### src/rtl/cfeu_pkg.sv
package cfeu_pkg;

  localparam logic [4:0] EXC_WATCH = 5'h17;
  localparam logic [4:0] EXC_ADDR_LOAD = 5'h04;
  localparam logic [4:0] EXC_ADDR_STORE = 5'h05;
  localparam logic [4:0] EXC_TLB_LOAD = 5'h02;
  localparam logic [4:0] EXC_TLB_STORE = 5'h03;
  localparam logic [4:0] EXC_IBUS = 5'h06;
  localparam logic [4:0] EXC_DBUS = 5'h07;
  localparam logic [4:0] EXC_NONE = 5'h00;

  localparam logic [31:0] VEC_OFS_REFILL = 32'h0000_0000;
  localparam logic [31:0] VEC_OFS_GENERAL = 32'h0000_0180;
  localparam logic [31:0] VEC_DEBUG = 32'hBFC0_0200;

  localparam int VPN_HI = 31;
  localparam int VPN_LO = 13;
  localparam int KSEG_BIT = 31;

  typedef enum logic [1:0] {
    CFEU_ACC_NONE = 2'b00,
    CFEU_ACC_LOAD = 2'b01,
    CFEU_ACC_STORE = 2'b10
  } cfeu_acc_e;

  typedef enum logic [1:0] {
    CFEU_SZ_BYTE = 2'b00,
    CFEU_SZ_HALF = 2'b01,
    CFEU_SZ_WORD = 2'b10
  } cfeu_sz_e;

  // one memory reference as seen by the exception logic
  typedef struct packed {
    logic valid;
    logic [31:0] vaddr;
    logic in_delay_slot;
    logic mapped;
    logic tlb_hit;
    logic tlb_entry_valid;
    logic bounds_fail;
    logic watch_hit;
  } cfeu_ref_s;

  // what is written to the privileged registers on entry
  typedef struct packed {
    logic take;
    logic [4:0] code;
    logic [31:0] vector;
    logic [31:0] return_pc;
    logic bad_vaddr_we;
    logic [31:0] bad_vaddr;
    logic page_we;
    logic [18:0] fault_page;
    logic [7:0] space_tag;
  } cfeu_entry_s;

endpackage : cfeu_pkg

### src/rtl/cfeu_unit.sv
`timescale 1ns/1ps
// Notes on behaviour
// [RULE1] fetch or data address matching watch registers raises watch exception
// [RULE2] watch taken at once only with exception, error and debug levels zero
// [RULE3] otherwise watch_pending is set and exception waits until all clear
// [RULE4] set watch_pending alone raises watch; handler must clear it
// [RULE5] fetch watch wins over data watch
// [RULE6] watch, address, tlb invalid and bus errors use base plus 0x180
// [RULE7] address error on misaligned word/half or user kernel reference
// [RULE8] misaligned fetch: return pc and faulting_vaddr both hold that address
// [RULE9] address error code: load/fetch one code, store another
// [RULE10] address error loads faulting_vaddr; page and entry fields untouched
// [RULE11] tlb refill on mapped miss with exception_level zero
// [RULE12] refill enters at 0x000 if level was zero, else 0x180
// [RULE13] tlb invalid: miss at level one, entry invalid, or fixed map bound
// [RULE14] tlb faults save vaddr, page bits 31:13 and address space tag
// [RULE15] tlb faults report load code or store code
// [RULE16] fetch or data bus error raises bus error, fetch first
// [RULE17] critical-word errors precise; others taken on external error inputs
// [RULE18] bus error reports instruction or data code
// [RULE19] debug breakpoint instruction sets its flag, return pc, delay bit
// [RULE20] instruction breakpoint match sets its flag, return pc, delay bit
// [RULE21] debug exceptions enter at 0xBFC0_0200
// [RULE22] general exceptions record faulting instruction as return pc
module cfeu_unit (
  input wire logic clk,
  input wire logic srst,
  input wire logic exception_level,
  input wire logic error_level,
  input wire logic debug_mode_flag,
  input wire logic user_mode,
  input wire logic fixed_map,
  input wire logic [31:0] exc_base,
  input wire logic [7:0] address_space_tag,
  input wire cfeu_pkg::cfeu_ref_s fetch_ref,
  input wire cfeu_pkg::cfeu_ref_s data_ref,
  input wire cfeu_pkg::cfeu_acc_e data_acc,
  input wire cfeu_pkg::cfeu_sz_e data_size,
  input wire logic [31:0] data_instr_pc,
  input wire logic fetch_bus_err,
  input wire logic data_bus_err,
  input wire logic bus_read_error_in,
  input wire logic bus_write_error_in,
  input wire logic [31:0] bus_err_pc,
  input wire logic bus_err_delay_slot,
  input wire logic debug_breakpoint_instr,
  input wire logic instr_break_match,
  input wire logic [31:0] debug_instr_pc,
  input wire logic debug_instr_in_delay_slot,
  input wire logic watch_pending_clear,
  output cfeu_pkg::cfeu_entry_s entry_q,
  output logic exc_in_delay_slot_q,
  output logic watch_pending_q,
  output logic debug_take_q,
  output logic [31:0] debug_vector_q,
  output logic [31:0] debug_return_pc_q,
  output logic debug_in_delay_slot_q,
  output logic dbg_swbreak_flag_q,
  output logic dbg_instr_break_flag_q
);

  logic rd_err_s1, rd_err_s2, wr_err_s1, wr_err_s2;
  logic blocked;
  logic f_adr, d_adr, f_refill, d_refill, f_inval, d_inval;
  logic d_store;
  logic watch_now, watch_any;
  cfeu_pkg::cfeu_entry_s entry_d;
  logic slot_d;

  // external error strobes come from the bus clock's side of the world
  always_ff @(posedge clk) begin
    if (srst) begin
      rd_err_s1 <= 1'b0;
      rd_err_s2 <= 1'b0;
      wr_err_s1 <= 1'b0;
      wr_err_s2 <= 1'b0;
    end else begin
      rd_err_s1 <= bus_read_error_in;
      rd_err_s2 <= rd_err_s1;
      wr_err_s1 <= bus_write_error_in;
      wr_err_s2 <= wr_err_s1;
    end
  end

  assign blocked = exception_level | error_level | debug_mode_flag;
  assign d_store = (data_acc == cfeu_pkg::CFEU_ACC_STORE);

  always_comb begin
    f_adr = fetch_ref.valid & ((fetch_ref.vaddr[1:0] != 2'b00) |
      (user_mode & fetch_ref.vaddr[cfeu_pkg::KSEG_BIT])); // [RULE7]
    d_adr = data_ref.valid & (data_acc != cfeu_pkg::CFEU_ACC_NONE) & (
      ((data_size == cfeu_pkg::CFEU_SZ_WORD) & (data_ref.vaddr[1:0] != 2'b00))
      | ((data_size == cfeu_pkg::CFEU_SZ_HALF) & data_ref.vaddr[0])
      | (user_mode & data_ref.vaddr[cfeu_pkg::KSEG_BIT])); // [RULE7]
  end

  always_comb begin
    f_refill = fetch_ref.valid & fetch_ref.mapped & ~fixed_map &
      ~fetch_ref.tlb_hit & ~exception_level; // [RULE11]
    d_refill = data_ref.valid & data_ref.mapped & ~fixed_map &
      ~data_ref.tlb_hit & ~exception_level; // [RULE11]
    f_inval = fetch_ref.valid & fetch_ref.mapped & (fixed_map ?
      fetch_ref.bounds_fail : ((~fetch_ref.tlb_hit & exception_level) |
      (fetch_ref.tlb_hit & ~fetch_ref.tlb_entry_valid))); // [RULE13]
    d_inval = data_ref.valid & data_ref.mapped & (fixed_map ?
      data_ref.bounds_fail : ((~data_ref.tlb_hit & exception_level) |
      (data_ref.tlb_hit & ~data_ref.tlb_entry_valid))); // [RULE13]
  end

  assign watch_any = (fetch_ref.valid & fetch_ref.watch_hit) |
    (data_ref.valid & data_ref.watch_hit); // [RULE1]
  assign watch_now = ~blocked & (watch_any | watch_pending_q); // [RULE2] [RULE4]

  // set wins over the handler's clear so no deferred match is lost
  always_ff @(posedge clk) begin
    if (srst) begin
      watch_pending_q <= 1'b0;
    end else if (watch_any & blocked) begin
      watch_pending_q <= 1'b1; // [RULE3]
    end else if (watch_pending_clear) begin
      watch_pending_q <= 1'b0; // [RULE4]
    end
  end

  // priority: fetch side first, then data side, then imprecise bus errors
  always_comb begin
    entry_d = '0;
    slot_d = 1'b0;
    entry_d.vector = exc_base + cfeu_pkg::VEC_OFS_GENERAL; // [RULE6]
    entry_d.space_tag = address_space_tag;
    if (f_adr) begin
      entry_d.take = 1'b1;
      entry_d.code = cfeu_pkg::EXC_ADDR_LOAD; // [RULE9]
      entry_d.return_pc = fetch_ref.vaddr; // [RULE8]
      entry_d.bad_vaddr_we = 1'b1;
      entry_d.bad_vaddr = fetch_ref.vaddr; // [RULE8] [RULE10]
      slot_d = fetch_ref.in_delay_slot;
    end else if (f_refill | f_inval) begin
      entry_d.take = 1'b1;
      entry_d.code = cfeu_pkg::EXC_TLB_LOAD; // [RULE15]
      if (f_refill) begin
        entry_d.vector = exc_base + cfeu_pkg::VEC_OFS_REFILL; // [RULE12]
      end
      entry_d.return_pc = fetch_ref.vaddr; // [RULE22]
      entry_d.bad_vaddr_we = 1'b1;
      entry_d.bad_vaddr = fetch_ref.vaddr; // [RULE14]
      entry_d.page_we = 1'b1;
      entry_d.fault_page =
        fetch_ref.vaddr[cfeu_pkg::VPN_HI:cfeu_pkg::VPN_LO]; // [RULE14]
      slot_d = fetch_ref.in_delay_slot;
    end else if (fetch_bus_err) begin
      entry_d.take = 1'b1;
      entry_d.code = cfeu_pkg::EXC_IBUS; // [RULE16] [RULE18]
      entry_d.return_pc = fetch_ref.vaddr; // [RULE17]
      slot_d = fetch_ref.in_delay_slot;
    end else if (watch_now & fetch_ref.valid & fetch_ref.watch_hit) begin
      entry_d.take = 1'b1;
      entry_d.code = cfeu_pkg::EXC_WATCH; // [RULE5]
      entry_d.return_pc = fetch_ref.vaddr;
      slot_d = fetch_ref.in_delay_slot;
    end else if (d_adr) begin
      entry_d.take = 1'b1;
      entry_d.code = d_store ? cfeu_pkg::EXC_ADDR_STORE
        : cfeu_pkg::EXC_ADDR_LOAD; // [RULE9]
      entry_d.return_pc = data_instr_pc; // [RULE22]
      entry_d.bad_vaddr_we = 1'b1;
      entry_d.bad_vaddr = data_ref.vaddr; // [RULE10]
      slot_d = data_ref.in_delay_slot;
    end else if (d_refill | d_inval) begin
      entry_d.take = 1'b1;
      entry_d.code = d_store ? cfeu_pkg::EXC_TLB_STORE
        : cfeu_pkg::EXC_TLB_LOAD; // [RULE15]
      if (d_refill) begin
        entry_d.vector = exc_base + cfeu_pkg::VEC_OFS_REFILL; // [RULE12]
      end
      entry_d.return_pc = data_instr_pc; // [RULE22]
      entry_d.bad_vaddr_we = 1'b1;
      entry_d.bad_vaddr = data_ref.vaddr; // [RULE14]
      entry_d.page_we = 1'b1;
      entry_d.fault_page =
        data_ref.vaddr[cfeu_pkg::VPN_HI:cfeu_pkg::VPN_LO]; // [RULE14]
      slot_d = data_ref.in_delay_slot;
    end else if (data_bus_err) begin
      entry_d.take = 1'b1;
      entry_d.code = cfeu_pkg::EXC_DBUS; // [RULE16] [RULE18]
      entry_d.return_pc = data_instr_pc; // [RULE17]
      slot_d = data_ref.in_delay_slot;
    end else if (watch_now) begin
      entry_d.take = 1'b1;
      entry_d.code = cfeu_pkg::EXC_WATCH; // [RULE1] [RULE4]
      entry_d.return_pc = data_ref.valid ? data_instr_pc : fetch_ref.vaddr;
      slot_d = data_ref.valid ? data_ref.in_delay_slot
        : fetch_ref.in_delay_slot;
    end else if (rd_err_s2 | wr_err_s2) begin
      // imprecise: blamed on whatever instruction is current
      entry_d.take = 1'b1;
      entry_d.code = cfeu_pkg::EXC_DBUS; // [RULE17]
      entry_d.return_pc = bus_err_pc;
      slot_d = bus_err_delay_slot;
    end
    if (debug_breakpoint_instr | instr_break_match | debug_mode_flag) begin
      entry_d = '0; // debug entry pre-empts general entry this cycle
      entry_d.code = cfeu_pkg::EXC_NONE;
      slot_d = 1'b0;
    end
  end

  always_ff @(posedge clk) begin
    if (srst) begin
      entry_q <= '0;
      exc_in_delay_slot_q <= 1'b0;
    end else begin
      entry_q <= entry_d;
      exc_in_delay_slot_q <= slot_d;
    end
  end

  // debug entry, not taken while already in debug mode
  always_ff @(posedge clk) begin
    if (srst) begin
      debug_take_q <= 1'b0;
      debug_vector_q <= cfeu_pkg::VEC_DEBUG;
      debug_return_pc_q <= 32'h0000_0000;
      debug_in_delay_slot_q <= 1'b0;
      dbg_swbreak_flag_q <= 1'b0;
      dbg_instr_break_flag_q <= 1'b0;
    end else begin
      debug_take_q <= 1'b0;
      debug_vector_q <= cfeu_pkg::VEC_DEBUG; // [RULE21]
      if (~debug_mode_flag &
          (debug_breakpoint_instr | instr_break_match)) begin
        debug_take_q <= 1'b1;
        debug_return_pc_q <= debug_instr_pc; // [RULE19] [RULE20]
        debug_in_delay_slot_q <= debug_instr_in_delay_slot;
        dbg_swbreak_flag_q <= debug_breakpoint_instr; // [RULE19]
        dbg_instr_break_flag_q <= instr_break_match; // [RULE20]
      end
    end
  end
endmodule : cfeu_unit

### config.mk
export PLATFORM = sky130hd
export DESIGN_NAME = cfeu_unit
export DESIGN_NICKNAME = d
export VERILOG_FILES = /design/src/rtl/cfeu_pkg.sv /design/src/rtl/cfeu_unit.sv
export SDC_FILE = /design/constraint.sdc
export NUM_CORES = 1
export LEC_CHECK = 0
export ABC_CLOCK_PERIOD_IN_PS = 4800
export BUFFER_PORTS_ARGS = -buffer_cell sky130_fd_sc_hd__buf_2
export CAP_MARGIN = 20
export CORE_ASPECT_RATIO = 1.2
export CORE_MARGIN = 4
export CORE_UTILIZATION = 25
export DETAILED_ROUTE_END_ITERATION = 10
export PLACE_DENSITY = 0.59
export REMOVE_ABC_BUFFERS = 1
export SLEW_MARGIN = 30
export SYNTH_ARGS = -nofsm -noshare
export SYNTH_HDL_FRONTEND = slang
export SYNTH_SLANG_ARGS = --single-unit
### constraint.sdc
create_clock -name clk -period 4.8 [get_ports clk]
set_input_delay 1.44 -clock clk [delete_from_list [all_inputs] [get_ports clk]]
set_output_delay 1.44 -clock clk [all_outputs]
set_load 0.02 [all_outputs]
==> impl_metrics.env <==
export IMPL_drc_errors=0
export IMPL_grt_antenna_before_repair=1
export IMPL_layout_area_seq_um2=3440
export IMPL_hold_class="reg2reg"
export IMPL_gr_usage_all_layers_pct=17.4
export IMPL_vias_per_cell=4.71
export IMPL_detailed_place_hpwl_um=23400
export IMPL_critical_path_cell_by_cell="buf_2 > nand3b_1 > nand4_2 > a31oi_4 > o2111ai_4 > or4_1 > a21oi_1"
export IMPL_layout_area_overhead_vs_synth_pct=37.9
export IMPL_edff_count_synth=0
export IMPL_clk_pwr_share_pct=40.7
export IMPL_combinational_share_of_power_pct=15.3
export IMPL_finalWeightedCongestion=0.874
export IMPL_grt_pass1_vias=7404
export IMPL_post_drt_wl_per_cell_um=18.5
export IMPL_detailroute_via_count=7680
export IMPL_drt_pre_antenna_iters=4
export IMPL_synthArstFlopShare_pct=0
export IMPL_crit_arrival_ps=3880
export IMPL_max_clock_path_buffers=2
export IMPL_floorplan_die_area_um2=33000
export IMPL_number_of_flip_flops_under_the_largest_register_name=130
export IMPL_cts_max_level=4
export IMPL_start_util_pct=25.4
export IMPL_cp_end_kind="flip-flop"
export IMPL_total_leakage_power_nw=4.92
export IMPL_clk_root_buffer_cell="clkbuf_16"
export IMPL_final_fill_count=3125
export IMPL_finalSetupTns_ps=0
export IMPL_cts_buffers_inserted=17
export IMPL_holdBufCountCts=0
export IMPL_timing_final_crit_period_ps=3540
export IMPL_remaining_global_route_overflow=0
export IMPL_synth_area_per_cell_um2=8.78
export IMPL_power_per_standard_cell_area_nw_per_um2=322
export IMPL_cts_repair_timing_setup_buffer_count=0
export IMPL_most_flops_register="entry_q"
export IMPL_postSynthRegisterBits=172
export IMPL_insertion_delay_ps=420
export IMPL_multi_input_area_um2=3710
export IMPL_ant_nets=0
export IMPL_yosysWarnings=0
export IMPL_drt_iter0_drc=454
export IMPL_final_setup_viols=0
export IMPL_rows=69
export IMPL_sw_frac_of_total_pct=28.8
export IMPL_slew_violations=0
export IMPL_path_clk_slew_ps=70
export IMPL_stdcell_count=1632
export IMPL_post_synth_instance_area_um2=7520
export IMPL_maxCapViolations=0
export IMPL_run_status="complete, no violations"
export IMPL_total_power_mw=3.34
export IMPL_synth_yosys_seq_area_share_pct=45.8
export IMPL_power_switching_uw=963
export IMPL_yosys_most_used_dff="dfxtp_1"
export IMPL_top_level_ports=435
export IMPL_cts_tree="yes"
export IMPL_cts_resized=0
export IMPL_place_detailed_instances=1600
export IMPL_die_w_um=166
export IMPL_drive_gt1_share_pct=37.8
export IMPL_setup_worst_path_start_class="primary input"
export IMPL_fmaxAchievable_mhz=283
export IMPL_design_core_area_um2=29600
export IMPL_critical_path_peak_fanout=21
export IMPL_power_ir_vdd_worst_v=0.000184
export IMPL_unrepaired_setup_endpoints_after_global_routing="no"
export IMPL_placement_cell_area_um2=9810
export IMPL_cpPeakStageDelay_ps=730
export IMPL_worst_clock_skew_ps=5.44
export IMPL_grt_pass1_wl_um=44400
export IMPL_registers_with_the_most_flip_flops="entry_q x130, debug_return_pc_q x32"
export IMPL_internal_power_mw=2.38
export IMPL_critical_path_slowest_cell="a31oi_4"
export IMPL_antenna_cells_inserted=0
export IMPL_timing_hold_violations_final=0
export IMPL_timing_max_slew_rel_slack_pct=38.3
export IMPL_relative_contribution_of_sequential_cells_to_total_power_pct=44.1
export IMPL_syn_instance_count=857
export IMPL_port_buffer_count=401
export IMPL_worst_slew_pin_slew_ps=923
export IMPL_critical_path_class="in2reg"
export IMPL_final_min_period_over_clock_period_pct=73.7
export IMPL_finish_net_count=1464
export IMPL_routed_wl_um=30200
export IMPL_numClockSinks=172
export IMPL_die_height_um=198
export IMPL_grt_start_max_net_pins=60
export IMPL_critical_path_required_ps=5150
export IMPL_unique_masters_post_synth=55
export IMPL_postLayoutCellArea_um2=10400
placed cells by master (no fill, tap or decap), types with 3 or more instances in the layout:
cell type,instances
inv_6,4
nor2_1,64
xor2_1,16
nand2b_1,3
o2111ai_1,5
a21oi_1,69
inv_1,4
and3_1,3
clkinvlp_4,5
and2_1,19
dfxtp_1,172
o2bb2ai_1,33
conb_1,33
a22oi_1,32
or3_1,8
o21ai_1,5
o211ai_1,4
mux2i_1,66
nand3_1,37
nand2_1,126
nor2b_1,4
buf_4,14
o21ai_0,41
clkbuf_16,17
buf_2,401
per-stage QoR:
stage                     hold slack (ps)  setup WS [ps]  utilization, %
after floorplan                       414           49.6               -
after global placement                422            888            33.1
after detailed placement              431            813            33.1
after CTS                             448           1270            35.0
after global routing                  469           1090            35.0
final                                 443           1260            35.0
critical path: cells and delay by family:
kind | cells | cell delay (ps)
buffers and inverters | 1 | 140
AOI/OAI and AO/OA | 3 | 1110
and+or+nand+nor | 3 | 1180
metal layers:
metal	global-route usage (%)	up-vias	wire, µm
li1	-	3661	-
met1	19.9	3611	11800
met2	29.9	353	14800
met3	5.07	53	2440
met4	8.18	2	1160
met5	0	-	13
Yosys cell counts (2+ instances only):
library cell | n | area share [%]
and4_4 | 2 | 0.30
nand2b_1 | 3 | 0.25
nor2b_1 | 5 | 0.42
or4_1 | 2 | 0.20
buf_1 | 4 | 0.20
dfxtp_1 | 172 | 46
clkbuf_1 | 43 | 2.1
buf_4 | 38 | 3.8
a22oi_1 | 32 | 3.2
o211ai_1 | 4 | 0.40
nand2_1 | 127 | 6.3
o21ai_0 | 42 | 2.8
or2_2 | 2 | 0.17
nor3_1 | 3 | 0.20
nand3_1 | 37 | 2.5
o21ai_1 | 6 | 0.40
xor2_1 | 16 | 1.9
nor4_1 | 3 | 0.25
nand3b_1 | 2 | 0.20
or3_1 | 8 | 0.67
and3_1 | 3 | 0.25
a31oi_1 | 2 | 0.17
o2bb2ai_1 | 33 | 3.8
o21a_1 | 2 | 0.20
a21oi_1 | 69 | 4.6
conb_1 | 2 | 0.10
mux2i_1 | 66 | 8.8
buf_6 | 2 | 0.30
nand4_1 | 2 | 0.17
inv_1 | 4 | 0.20
o2111ai_1 | 5 | 0.58
buf_2 | 8 | 0.53
o2111ai_2 | 2 | 0.40
nor2_1 | 67 | 3.3
and2_1 | 19 | 1.6
layout make-up:
cell class / instances / share of cell area [%]
Clock buffer: 19 / 4.17
Clock inverter: 13 / 1.27
Inverter: 4 / 0.145
Multi-Input combinational cell: 617 / 35.8
Sequential cell: 172 / 33.2
Tap cell: 390 / 4.70
Timing Repair Buffer: 417 / 20.7
power groups by stage:
stage	Combinational [mW]	Clock, mW	Sequential [mW]
2_1_floorplan	0.212	0	1.55
3_3_place_gp	0.507	0	1.51
3_5_place_dp	0.512	0	1.51
4_1_cts	0.513	1.41	1.47
5_1_grt	0.555	1.46	1.48
6_report	0.510	1.36	1.47
logic make-up (layout without fill, tap and decap cells):
family,after synthesis,count (layout),synth area share [%]
and+or+nand+nor,292,292,17.7
buffers and inverters,99,453,7.17
muxes,66,66,8.78
AOI/OAI and AO/OA,209,209,18.5
xor gates and xnor gates,16,16,1.86
other,2,33,0.0998
DFF,172,172,45.8
adders and majority gates,1,1,0.166
worst paths after layout:
check | startpoint | to | slack, ps | cells past startpoint
max reg2reg | watch_pending_q$_SDFFE_PP0P_ | entry_q[91]$_SDFF_PP0_ | 2940 | 6
min | wr_err_s1$_SDFF_PP0_ | wr_err_s2$_SDFF_PP0_ | 440 | 1
min reg2reg | wr_err_s1$_SDFF_PP0_ | wr_err_s2$_SDFF_PP0_ | 440 | 1
max | fixed_map | entry_q[124]$_SDFF_PP0_ | 1260 | 7
(Power assumes the default switching activity.)
